$ cat src/msw_pkg.sv
////////////////////////////////////////////////////////////////////////////////
// shared constants and types of the multi-function light switch
package msw_pkg;

  // register byte offsets on the avalon slave
  localparam logic [5:0] OFF_CTRL      = 6'h00;
  localparam logic [5:0] OFF_OFF_DELAY = 6'h04;
  localparam logic [5:0] OFF_HOLD      = 6'h08;
  localparam logic [5:0] OFF_PW_START  = 6'h0C;
  localparam logic [5:0] OFF_PW_LEN    = 6'h10;
  localparam logic [5:0] OFF_TICK_DIV  = 6'h14;
  localparam logic [5:0] OFF_STATUS    = 6'h18;
  localparam logic [5:0] OFF_ELAPSED   = 6'h1C;
  localparam logic [5:0] OFF_CMD       = 6'h20;

  // control field positions
  localparam int CTRL_PW_EN   = 0;
  localparam int CTRL_RETAIN  = 1;
  localparam int CTRL_SRC_OFF = 4;
  localparam int CTRL_SRC_HLD = 5;
  localparam int CTRL_SRC_PWS = 6;
  localparam int CTRL_SRC_PWL = 7;

  // command field positions (write-only pulses)
  localparam int CMD_CLEAR   = 0;
  localparam int CMD_PWR_RET = 1;

  // status field positions
  localparam int STAT_OUT   = 0;
  localparam int STAT_CONT  = 1;
  localparam int STAT_DELAY = 2;
  localparam int STAT_WARN  = 3;
  localparam int STAT_HOLD  = 4;

  // values after reset
  localparam logic [31:0] CTRL_RST      = 32'h00000000;
  localparam logic [31:0] OFF_DELAY_RST = 32'h0000000A;
  localparam logic [31:0] HOLD_RST      = 32'h00000005;
  localparam logic [31:0] PW_START_RST  = 32'h00000002;
  localparam logic [31:0] PW_LEN_RST    = 32'h00000001;

  // time base: one tick per millisecond at a 200 MHz clock
  localparam int          CLK_KHZ      = 200000;
  localparam int          TICK_MS      = 1;
  localparam logic [31:0] TICK_DIV_RST = 32'(CLK_KHZ * TICK_MS - 1);

  // timing values as one carrier: off delay, hold, warn start, warn length
  typedef struct packed {
    logic [31:0] offDelay;
    logic [31:0] hold;
    logic [31:0] pwStart;
    logic [31:0] pwLen;
  } msw_times_s;

  // switch sequence states
  typedef enum logic [1:0] {
    ST_IDLE,
    ST_HOLDING,
    ST_DELAY,
    ST_CONT
  } msw_state_e;

endpackage : msw_pkg

$ cat src/msw_light_switch.sv
// How it works
// a rising edge on the trigger pin turns the switch output on.
// a trigger held for the continuous hold time from the off state latches continuous light.
// a trigger released before the hold time starts the off delay, keeping the time counted.
// the output goes off when the elapsed time reaches the off delay.
// with pre-warning on, the output drops for the warn length from off delay minus warn start.
// a new trigger edge while on clears the elapsed time and turns the output off.
// the clear pin or command zeroes the elapsed time and turns the output off.
// the off-delay value sets when the output falls after a timed pulse begins.
// the hold value sets how long the trigger must stay high for continuous light.
// warn start places the pre-warning and warn length sets how long it lasts.
// software gives off delay, warn start and warn length in one common time base.
// after power returns, state is kept when retentive and cleared otherwise.
// each timing value may come from another function's live value instead of a register.
// the elapsed time advances once per time-base tick while running and is zero otherwise.
//
// Design decisions made here: the register addresses and register access over Avalon-MM.
`timescale 1ns/1ps
`default_nettype none
////////////////////////////////////////////////////////////////////////////////
module msw_light_switch #(
  parameter logic [31:0] TICK_DIV_INIT = msw_pkg::TICK_DIV_RST
) (
  // clock and reset
  input  wire logic                 clk,
  input  wire logic                 reset_n,
  // avalon-mm slave
  input  wire logic [5:0]           avs_address,
  input  wire logic                 avs_read,
  input  wire logic                 avs_write,
  input  wire logic [31:0]          avs_writedata,
  input  wire logic [3:0]           avs_byteenable,
  output logic      [31:0]          avs_readdata,
  output logic                      avs_waitrequest,
  // asynchronous pins
  input  wire logic                 trigPin,
  input  wire logic                 clearPin,
  input  wire logic                 powerRestorePin,
  // live values of other functions, same clock
  input  wire msw_pkg::msw_times_s  extTimes,
  // switch outputs
  output logic                      swOut,
  output logic                      contMode
);

  //////////////////////////////////////////////////////////////////////////////
  // pin synchronisers and time base

  logic [2:0] pinSync;
  logic       tick;

  msw_sync #(
    .WIDTH    (3)
  ) u_sync (
    .clk      (clk),
    .reset_n  (reset_n),
    .pinAsync ({powerRestorePin, clearPin, trigPin}),
    .pinSync  (pinSync)
  );

  logic [31:0] tickDiv_r;

  msw_tick u_tick (
    .clk     (clk),
    .reset_n (reset_n),
    .divisor (tickDiv_r),
    .tick    (tick)
  );

  // synchronised levels; the two clocks of latency are far below one tick,
  // so they never show in the timing
  wire trigLvl  = pinSync[0];
  wire clearLvl = pinSync[1];
  wire pwrLvl   = pinSync[2];

  //////////////////////////////////////////////////////////////////////////////
  // registers and state

  logic [31:0]         ctrl_r;
  logic [31:0]         offDelay_r;
  logic [31:0]         hold_r;
  logic [31:0]         pwStart_r;
  logic [31:0]         pwLen_r;
  logic [31:0]         elapsed_r;
  logic [31:0]         elapsed_nxt;
  msw_pkg::msw_state_e state_r;
  msw_pkg::msw_state_e state_nxt;
  logic                trigPrev_r;
  logic                pwrPrev_r;
  logic                swOut_r;
  logic                contMode_r;
  logic                waitReq_r;
  logic [31:0]         readData_r;

  //////////////////////////////////////////////////////////////////////////////
  // bus decode
  // every access gets exactly one wait cycle: the request is seen with
  // waitrequest high, waitrequest drops for one clock, and the write lands
  // and the read data are taken at the edge that ends that clock

  wire writeHit = avs_write && !waitReq_r;
  wire selCtrl  = (avs_address == msw_pkg::OFF_CTRL);
  wire selOff   = (avs_address == msw_pkg::OFF_OFF_DELAY);
  wire selHold  = (avs_address == msw_pkg::OFF_HOLD);
  wire selPws   = (avs_address == msw_pkg::OFF_PW_START);
  wire selPwl   = (avs_address == msw_pkg::OFF_PW_LEN);
  wire selDiv   = (avs_address == msw_pkg::OFF_TICK_DIV);
  wire selStat  = (avs_address == msw_pkg::OFF_STATUS);
  wire selElap  = (avs_address == msw_pkg::OFF_ELAPSED);
  wire selCmd   = (avs_address == msw_pkg::OFF_CMD);

  // byte lane mask from byteenable
  wire [31:0] beMask = {{8{avs_byteenable[3]}}, {8{avs_byteenable[2]}},
                        {8{avs_byteenable[1]}}, {8{avs_byteenable[0]}}};

  // merged write values per register
  wire [31:0] ctrlWr = (ctrl_r & ~beMask) | (avs_writedata & beMask);
  wire [31:0] offWr  = (offDelay_r & ~beMask) | (avs_writedata & beMask);
  wire [31:0] holdWr = (hold_r & ~beMask) | (avs_writedata & beMask);
  wire [31:0] pwsWr  = (pwStart_r & ~beMask) | (avs_writedata & beMask);
  wire [31:0] pwlWr  = (pwLen_r & ~beMask) | (avs_writedata & beMask);
  wire [31:0] divWr  = (tickDiv_r & ~beMask) | (avs_writedata & beMask);

  // command pulses, low byte only
  wire cmdHit   = writeHit && selCmd && avs_byteenable[0];
  wire cmdClear = cmdHit && avs_writedata[msw_pkg::CMD_CLEAR];
  wire cmdPwr   = cmdHit && avs_writedata[msw_pkg::CMD_PWR_RET];

  // one write strobe per register, only at the acknowledging edge;
  // status and elapsed have no strobe, so writes there drop; command writes only make the pulses above
  wire wrCtrl = writeHit && selCtrl;
  wire wrOff  = writeHit && selOff;
  wire wrHold = writeHit && selHold;
  wire wrPws  = writeHit && selPws;
  wire wrPwl  = writeHit && selPwl;
  wire wrDiv  = writeHit && selDiv;

  //////////////////////////////////////////////////////////////////////////////
  // timing value selection

  wire pwEn   = ctrl_r[msw_pkg::CTRL_PW_EN];
  wire retain = ctrl_r[msw_pkg::CTRL_RETAIN];

  // a live value from another function may change at any clock and is used
  // as it stands; if it shrinks below the elapsed time, the greater-or-equal
  // compare ends the delay at once instead of letting the count run on
  // up to the saturation of the 32-bit counter
  // each value from register or from another function's live value
  wire [31:0] tOff  = ctrl_r[msw_pkg::CTRL_SRC_OFF] ? extTimes.offDelay : offDelay_r;
  wire [31:0] tHold = ctrl_r[msw_pkg::CTRL_SRC_HLD] ? extTimes.hold     : hold_r;
  wire [31:0] tPws  = ctrl_r[msw_pkg::CTRL_SRC_PWS] ? extTimes.pwStart  : pwStart_r;
  wire [31:0] tPwl  = ctrl_r[msw_pkg::CTRL_SRC_PWL] ? extTimes.pwLen    : pwLen_r;

  // warn window, all values in the same tick units
  // a warning start above the off delay clamps to zero instead of wrapping
  wire [31:0] warnStart = (tPws > tOff) ? 32'h00000000 : tOff - tPws;
  wire [32:0] warnEnd   = {1'b0, warnStart} + {1'b0, tPwl};

  //////////////////////////////////////////////////////////////////////////////
  // trigger and event detection

  // previous levels reset low like the idle pins, so reset gives no false edge
  wire trigRise = trigLvl && !trigPrev_r;
  wire pwrRise  = (pwrLvl && !pwrPrev_r) || cmdPwr;

  // state loss only on power return without retentivity
  // a retentive block rides through a power return with state and time kept
  wire pwrLoss  = pwrRise && !retain;
  // the clear pin and command win over any trigger in the same clock
  wire clearEvt = clearLvl || cmdClear || pwrLoss;

  // time base advance, saturating so a stalled delay never restarts at zero;
  // the prescaler runs free, so the first tick after a trigger comes one to
  // divisor+1 clocks later and on times vary by up to one tick
  wire [31:0] elapsedInc = (elapsed_r == 32'hFFFFFFFF) ? elapsed_r
                                                        : elapsed_r + 32'h00000001;

  //////////////////////////////////////////////////////////////////////////////
  // switch sequence

  // hold reached, compared before the tick is added
  wire holdReach = (elapsed_r >= tHold);

  // end of the off delay: already passed (a value shrunk at run time) or
  // reached by this tick, so the output falls on the tick that hits it
  wire offPassed = (elapsed_r >= tOff);
  wire offReach  = (elapsedInc >= tOff);

  // four states: idle with the output off, holding while the trigger is
  // still pressed, delay after an early release, and continuous light;
  // the clear pin, the clear command and a power loss without retention
  // take priority over the trigger, so a held clear keeps the block idle;
  // the elapsed time counts only while holding or in the delay and reads
  // zero in the other two states
  // next state and elapsed time
  always_comb begin
    state_nxt   = state_r;
    elapsed_nxt = elapsed_r;
    if (clearEvt) begin
      state_nxt   = msw_pkg::ST_IDLE;
      elapsed_nxt = 32'h00000000;
    end else begin
      unique case (state_r)
        msw_pkg::ST_IDLE: begin
          elapsed_nxt = 32'h00000000;
          if (trigRise) begin
            state_nxt = msw_pkg::ST_HOLDING;
          end
        end
        msw_pkg::ST_HOLDING: begin
          if (!trigLvl) begin
            state_nxt = msw_pkg::ST_DELAY;
            if (tick) begin
              elapsed_nxt = elapsedInc;
            end
          end else if (holdReach) begin
            state_nxt   = msw_pkg::ST_CONT;
            elapsed_nxt = 32'h00000000;
          end else if (tick) begin
            elapsed_nxt = elapsedInc;
          end
        end
        msw_pkg::ST_DELAY: begin
          if (trigRise) begin
            state_nxt   = msw_pkg::ST_IDLE;
            elapsed_nxt = 32'h00000000;
          end else if (offPassed) begin
            state_nxt   = msw_pkg::ST_IDLE;
            elapsed_nxt = 32'h00000000;
          end else if (tick) begin
            elapsed_nxt = elapsedInc;
            if (offReach) begin
              state_nxt   = msw_pkg::ST_IDLE;
              elapsed_nxt = 32'h00000000;
            end
          end
        end
        msw_pkg::ST_CONT: begin
          elapsed_nxt = 32'h00000000;
          if (trigRise) begin
            state_nxt = msw_pkg::ST_IDLE;
          end
        end
      endcase
    end
  end

  // pre-warning judged on the next elapsed time, so the dip starts and ends
  // on the edge of the tick that crosses its bounds and lasts whole ticks;
  // a window that reaches the off delay merges into the final off
  wire warnNxt = pwEn && (state_nxt == msw_pkg::ST_DELAY) &&
                 (elapsed_nxt >= warnStart) &&
                 ({1'b0, elapsed_nxt} < warnEnd);

  // output level follows the next state
  wire swOutNxt = (state_nxt == msw_pkg::ST_HOLDING) ||
                  (state_nxt == msw_pkg::ST_CONT) ||
                  ((state_nxt == msw_pkg::ST_DELAY) && !warnNxt);

  // sequence registers
  // contMode follows the next state so it changes on the same edge as swOut
  always_ff @(posedge clk) begin
    if (!reset_n) begin
      state_r     <= msw_pkg::ST_IDLE;
      elapsed_r   <= 32'h00000000;
      trigPrev_r  <= 1'b0;
      pwrPrev_r   <= 1'b0;
      swOut_r     <= 1'b0;
      contMode_r  <= 1'b0;
    end else begin
      state_r     <= state_nxt;
      elapsed_r   <= elapsed_nxt;
      trigPrev_r  <= trigLvl;
      pwrPrev_r   <= pwrLvl;
      swOut_r     <= swOutNxt;
      contMode_r  <= (state_nxt == msw_pkg::ST_CONT);
    end
  end

  //////////////////////////////////////////////////////////////////////////////
  // register writes

  // configuration registers, taken when waitrequest is low
  always_ff @(posedge clk) begin
    if (!reset_n) begin
      ctrl_r     <= msw_pkg::CTRL_RST;
      offDelay_r <= msw_pkg::OFF_DELAY_RST;
      hold_r     <= msw_pkg::HOLD_RST;
      pwStart_r  <= msw_pkg::PW_START_RST;
      pwLen_r    <= msw_pkg::PW_LEN_RST;
      tickDiv_r  <= TICK_DIV_INIT;
    end else begin
      if (wrCtrl) ctrl_r <= ctrlWr;
      if (wrOff)  offDelay_r <= offWr;
      if (wrHold) hold_r <= holdWr;
      if (wrPws)  pwStart_r <= pwsWr;
      if (wrPwl)  pwLen_r <= pwlWr;
      if (wrDiv)  tickDiv_r <= divWr;
    end
  end

  //////////////////////////////////////////////////////////////////////////////
  // register reads

  // status flags, each from registered state
  wire statHold  = (state_r == msw_pkg::ST_HOLDING);
  wire statDelay = (state_r == msw_pkg::ST_DELAY);
  wire statWarn  = pwEn && statDelay && !swOut_r;
  wire statCont  = contMode_r;
  wire statOut   = swOut_r;

  // live status of the sequence
  wire [31:0] statusWord = {27'h0000000,
                            statHold, statWarn, statDelay, statCont, statOut};

  // read mux, unmapped offsets and the command word read as zero
  // the result is registered while waitrequest is high, so it stands at the ack edge
  wire [31:0] readMux = selCtrl ? ctrl_r     :
                        selOff  ? offDelay_r :
                        selHold ? hold_r     :
                        selPws  ? pwStart_r  :
                        selPwl  ? pwLen_r    :
                        selDiv  ? tickDiv_r  :
                        selStat ? statusWord :
                        selElap ? elapsed_r  :
                        32'h00000000;

  // one wait cycle per access, read data registered meanwhile
  always_ff @(posedge clk) begin
    if (!reset_n) begin
      waitReq_r  <= 1'b1;
      readData_r <= 32'h00000000;
    end else begin
      waitReq_r  <= !((avs_read || avs_write) && waitReq_r);
      readData_r <= readMux;
    end
  end

  //////////////////////////////////////////////////////////////////////////////
  // outputs, each straight from a flip-flop so the pins never glitch

  assign avs_readdata    = readData_r;
  assign avs_waitrequest = waitReq_r;
  assign swOut           = swOut_r;
  assign contMode        = contMode_r;

endmodule : msw_light_switch
`default_nettype wire

$ cat src/msw_sync.sv
`timescale 1ns/1ps
`default_nettype none
////////////////////////////////////////////////////////////////////////////////
// two-flop synchroniser for asynchronous pins, one per bit
module msw_sync #(
  parameter int WIDTH = 3
) (
  // clock and reset
  input  wire logic             clk,
  input  wire logic             reset_n,
  // pins and synchronised levels
  input  wire logic [WIDTH-1:0] pinAsync,
  output logic      [WIDTH-1:0] pinSync
);

  genvar i;
  generate
    for (i = 0; i < WIDTH; i++) begin : g_bit
      logic meta_r;
      logic stable_r;
      // first flop feeds only the second
      always_ff @(posedge clk) begin
        if (!reset_n) begin
          meta_r   <= 1'b0;
          stable_r <= 1'b0;
        end else begin
          meta_r   <= pinAsync[i];
          stable_r <= meta_r;
        end
      end
      assign pinSync[i] = stable_r;
    end
  endgenerate

endmodule : msw_sync
`default_nettype wire

$ cat src/msw_tick.sv
`timescale 1ns/1ps
`default_nettype none
////////////////////////////////////////////////////////////////////////////////
// time base prescaler: one-cycle tick every divisor+1 clocks
module msw_tick (
  // clock and reset
  input  wire logic        clk,
  input  wire logic        reset_n,
  // divisor and tick
  input  wire logic [31:0] divisor,
  output logic             tick
);

  logic [31:0] count_r;
  logic        tick_r;
  wire         wrap = (count_r >= divisor);

  // free-running count, wraps at the divisor
  always_ff @(posedge clk) begin
    if (!reset_n) begin
      count_r <= 32'h00000000;
      tick_r  <= 1'b0;
    end else begin
      count_r <= wrap ? 32'h00000000 : count_r + 32'h00000001;
      tick_r  <= wrap;
    end
  end

  assign tick = tick_r;

endmodule : msw_tick
`default_nettype wire

$ cat config.mk
export PLATFORM = sky130hd
export DESIGN_NAME = msw_light_switch
export DESIGN_NICKNAME = d
export VERILOG_FILES = /design/src/msw_pkg.sv /design/src/msw_light_switch.sv /design/src/msw_sync.sv /design/src/msw_tick.sv
export SDC_FILE = /design/constraint.sdc
export NUM_CORES = 1
export LEC_CHECK = 0
export BUFFER_PORTS_ARGS = -buffer_cell sky130_fd_sc_hd__buf_2
export CAP_MARGIN = 30
export CORE_ASPECT_RATIO = 0.8
export CORE_MARGIN = 2
export CORE_UTILIZATION = 46
export DETAILED_ROUTE_END_ITERATION = 8
export HOLD_SLACK_MARGIN = 0.05
export SETUP_SLACK_MARGIN = 0.5
export SLEW_MARGIN = 20
export SYNTH_ARGS = -nofsm -noshare
export SYNTH_HDL_FRONTEND = slang
export SYNTH_SLANG_ARGS = --single-unit
export TNS_END_PERCENT = 50
$ cat constraint.sdc
create_clock -name clk -period 14.75 [get_ports clk]
set_clock_uncertainty 0.1 [all_clocks]
set_input_delay 1.475 -clock clk [delete_from_list [all_inputs] [get_ports clk]]
set_output_delay 1.475 -clock clk [all_outputs]
set_load 0.01 [all_outputs]
==> qor.csv, run 1 <==
metric,value,unit
status,completed,
largest net degree at the start of global routing,116,
CP Launch Type,primary input,
vias per cell,5.99,
TritonCTS Buffers,35,
synth cell count leaders,"dfxtp_1 (302), nor2_1 (270), ha_1 (257)",
Synth top area share,27.9,%
Non-Filler Instances,3352,
Worst path max stage delay,0.57,ns
setup bufs post-CTS,0,
critical-path maximum fanout,56,
post-synthesis register bit count,302,
Sum Neg Setup Slack,0,ns
Placed Cells,3285,
die area,48800,sq um
Synth Warn #,0,
First DRT Iteration DRCs,1844,
clk_lat worst skew,0.54,ns
Final ANT Viol Nets,0,
"Cell Area, Synth",21600,sq um
placed cell area,23300,sq um
Clock Tree Buf Depth,3,
Routed WL,78.2,mm
Starting Density,46.3,%
# DRC,0,
CTS tree,built,
Arrival @ worst endpoint,10.41,ns
Slew @ Worst Pin,0.981,ns
VDD IR max,0.0820,mV
sequential share of the synthesized area,27.9,%
Worst slew margin,34.5,%
synthesized instance count,2538,
post-synth top area cell,dfxtp_1,
final core occ,52.7,%
HPWL Detailed,61.4,mm
Fmax,99.1,MHz
critical path's slowest cell,a31oi_1,
core area,46700,sq um
Root Buffer,clkbuf_16,
largest cells by area after synthesis,"dfxtp_1 (28%), ha_1 (15%), mux2i_1 (12%)",
Nets,3141,
PD cells,77.8,nW/um^2
CTS sink count,302,
Syn Area/Cell,8.53,sq um
first-pass GRT wire length,115,mm
Congestion Overflow GR,0,
Die Height,198,um
Rows,71,
antenna violations before repair,6,
synth unique cells,67,
Final GP Congestion,1.00,
Setup CP Type,in2reg,
fraction of layout instances using a drive strength above 1,13.8,%
"count leader, synth",dfxtp_1,
CP Capture Type,flip-flop,
via count,20100,
syn_nets,2974,
I/O pins,212,
Worst Path Required,15.07,ns
WL/cell,23.3,um
"Setup violations, final",0,
post-route minimum period,10.09,ns
cells resized by post-CTS repair,0,
HP Class,reg2reg,
Post-synth EDFFs,0,
Post-synth top flop,dfxtp_1,
max_cap viols,0,
Tot Pwr,1.91,mW
Chip Width,247,um
Slew Limit Fails,0,
# hold bufs at CTS,0,
vias in the first global route,19000,
endpoints failing hold,0,
1st-pass router iterations,9,
Syn-to-layout area delta,13.7,%
post-route cell area,24600,sq um
clock-pin slew on the worst setup and hold paths,0.07,ns
CTS H-tree depth,2,
leakage power,11.6,nW
IO buf count,211,
fin crit share,68.4,%
gr usage total,31.2,%
RSZ-0062 raised after global routing,false,
Async SR Flop Fraction,0,%
where the power goes:
part	switching, mW	internal, mW
Sequential	0.00298	0.818
Combinational	0.0822	0.0462
Clock	0.376	0.589
Total	0.461	1.45
cell families after synthesis:
kind of cell | share of synthesized area (%)
buf+inv | 3.55
fa+ha+maj | 15.0
flops | 27.9
compound gates | 17.2
simple gates | 18.0
xor+xnor | 4.94
mux | 13.4
cell type report:
type	count	area (sq um)
well taps	620	776
flip-flops and latches	302	6050
fillers	4467	22100
diodes	1	2.50
inverters	87	332
multi-input cells	2038	14900
clock buffers	49	1050
clock inverters	14	218
repair buffers	241	1310
worst max-delay path, delay by kind of cell:
kind                     cells  cell delay [ns]
AO/OA/AOI/OAI               20             5.75
XOR/XNOR                     1             0.18
adder cells (fa/ha/maj)      3             1.06
AND/OR/NAND/NOR              8             1.10
multiplexers                 1             0.26
buffers and inverters        3             0.51
layout by cell type, fill, tap and decap left out, types with 63 or more instances in the layout:
cell type | synthesis | layout
dfxtp_1 | 302 | 298
nand3_1 | 77 | 77
a21oi_1 | 145 | 145
inv_1 | 87 | 86
o21ai_0 | 80 | 79
ha_1 | 257 | 257
nand2_1 | 196 | 196
mux2i_1 | 250 | 250
buf_2 | 2 | 212
xnor2_1 | 63 | 63
nor2_1 | 270 | 268
a21o_1 | 71 | 71
metrics by stage:
| step | setup slack, ns | hold WS (ns) |
|---|---|---|
| after global routing | 4.14 | 0.355 |
| after global placement | 4.58 | 0.314 |
| after CTS | 4.84 | 0.339 |
| after floorplan | 5.99 | 0.312 |
| after detailed placement | 4.33 | 0.327 |
| final | 4.66 | 0.336 |
metal layers:
metal | GRT usage (%) | wire length (um) | vias up
met5 | 0 | 63 | -
met4 | 12.5 | 3400 | 10
met3 | 4.45 | 5590 | 173
met2 | 50.6 | 34800 | 796
met1 | 41.7 | 34300 | 9527
li1 | - | - | 9577
final timing paths:
kind | start | endpoint | slack, ns | cells past startpoint
setup / recovery | extTimes[97] | swOut | 4.66 | 36
hold reg to reg | avs_waitrequest | avs_waitrequest | 0.34 | 1
hold / removal | avs_waitrequest | avs_waitrequest | 0.34 | 1
setup reg to reg | flip-flop | swOut | 4.73 | 36
(Power assumes the default switching activity.)
==> run 2: changes to the inputs <==
==> constraint.sdc (replaced) <==
create_clock -name clk -period 9.5 [get_ports clk]
set_clock_uncertainty 0.1 [all_clocks]
set_input_delay 0.95 -clock clk [delete_from_list [all_inputs] [get_ports clk]]
set_output_delay 0.95 -clock clk [all_outputs]
set_load 0.01 [all_outputs]
==> run 2 against run 1 <==
- highest routed layer unchanged
- die area stayed put
- largest cell class unchanged
- sequential power is 55% higher
- global-route usage is 0.91 points higher
- power is 52% higher
- critical endpoint unchanged
- first-iteration DRC count is 2.5% higher
- clock power is 48% higher
==> qor.csv, run 2 (synthesis results as in run 1) <==
metric,value,unit
Congestion Overflow GR,0,
Slew Limit Fails,0,
First DRT Iteration DRCs,1890,
cell mode on critical path,a21oi_1,
core area,46700,sq um
I/O pins,212,
antenna cell count,0,
CTS H-tree depth,2,
CP Launch Type,flip-flop,
met3 usage,5.18,%
Setup CP Type,reg2reg,
Clock Tree Buf Depth,3,
endpoints failing hold,0,
Routed WL,80.3,mm
HP Class,reg2reg,
"most common cell after layout, fill and taps aside",dfxtp_1,
PD cells,116,nW/um^2
Chip Width,247,um
Arrival @ worst endpoint,8.94,ns
clock-pin slew on the worst setup and hold paths,0.06,ns
Final ANT Viol Nets,0,
via count,20300,
Placed Cells,3313,
# DRC,0,
IO buf count,211,
CTS sink count,302,
1st-pass router iterations,8,
antenna violations before repair,4,
TritonCTS Buffers,35,
VDD IR max,0.109,mV
RSZ-0062 raised after global routing,false,
status,completed,
crit path launch,elapsed_r[0],
most used routing layer in global routing,met2,
Slew @ Worst Pin,0.891,ns
Worst path max stage delay,0.67,ns
critical path's slowest cell,dfxtp_1,
Starting Density,46.3,%
Syn-to-layout area delta,15.3,%
fraction of layout instances using a drive strength above 1,15.6,%
first-pass GRT wire length,119,mm
CP Capture Type,flip-flop,
Non-Filler Instances,3389,
die area,48800,sq um
clk_lat worst skew,0.53,ns
HP Start,avs_waitrequest,
Fmax,116,MHz
largest net degree at the start of global routing,119,
Worst slew margin,40.6,%
post-route minimum period,8.63,ns
Crit path max-delay family,compound AO/OA/AOI/OAI gates,
vias in the first global route,19200,
Die Height,198,um
FILL cells,4401,
Root Buffer,clkbuf_16,
leakage power,11.7,nW
"Buf+Inv Stages, Crit Path",3,
"Setup violations, final",0,
Sum Neg Setup Slack,0,ns
WL/cell,23.7,um
GR Layer Usage met1,42.9,%
worst reg2reg startpoint,elapsed_r[0],
vias per cell,5.99,
CTS tree,built,
Final GP Congestion,0.972,
fin crit share,90.9,%
most frequent cells in the layout,"dfxtp_1 (298), nor2_1 (267), ha_1 (254), mux2i_1 (246), buf_2 (213)",
met2 GRT Util,51.9,%
HPWL Detailed,63.1,mm
critical-path maximum fanout,7,
Rows,71,
Nets,3179,
gr usage total,32.1,%
max_cap viols,0,
Worst Path Required,9.81,ns
==> run 2: cell count changes in the layout (fill, tap and decap cells not counted), moves of 3 or more <==
cell / before / now
mux2i_1: 250 / 246
buf_4: 26 / 61
ha_2: 0 / 3
clkbuf_8: 8 / 4
ha_1: 257 / 254
==> run 2: report_power, final <==
group	switching, mW	internal, mW
clock network	0.584	0.842
registers	0.00482	1.27
logic	0.131	0.0749
total	0.720	2.19
==> run 2: cell type report <==
class	instances	area [sq um]	area share, %
Sequential cell	302	6060	24.3
Timing Repair Buffer	279	1620	6.48
Multi-Input combinational cell	2038	15000	60.0
Tap cell	620	776	3.11
Inverter	87	332	1.33
Clock inverter	18	226	0.907
Clock buffer	45	975	3.90
==> run 2: worst paths after layout <==
| path | end | slack [ns] | depth (start not counted) |
|---|---|---|---|
| worst min register to register | avs_waitrequest | 0.34 | 1 |
| worst max register to register | swOut | 0.87 | 31 |
| worst min-delay path | avs_waitrequest | 0.34 | 1 |
| worst max-delay path | swOut | 0.87 | 31 |
==> run 2: per-stage QoR <==
stage / setup WS, ns / power (mW) / util, % / cell area (sq um) / hold WS (ns)
2_1_floorplan: 1.11 / 1.40 / - / 21600 / 0.312
3_3_place_gp: 0.358 / 1.50 / 50.2 / 23500 / 0.315
3_5_place_dp: 0.0526 / 1.50 / 50.3 / 23500 / 0.327
4_1_cts: 0.501 / 2.92 / 53.0 / 24700 / 0.340
5_1_grt: 0.443 / 2.99 / 53.4 / 25000 / 0.355
6_report: 0.868 / 2.91 / 53.4 / 25000 / 0.336
==> run 2: what timing repair did <==
item	CTS	global route
setup endpoints to repair	1	1
hold endpoints to repair	0	0
hold buffers	0	0
pin swaps	0	7
setup buffers	0	11
gates resized for setup	4	24
==> run 2: layer usage <==
metal | share of wire, % | up-vias
met5 | 0.046 | -
met4 | 3.9 | 6
met3 | 8.1 | 147
met2 | 45 | 853
met1 | 43 | 9626
li1 | - | 9668
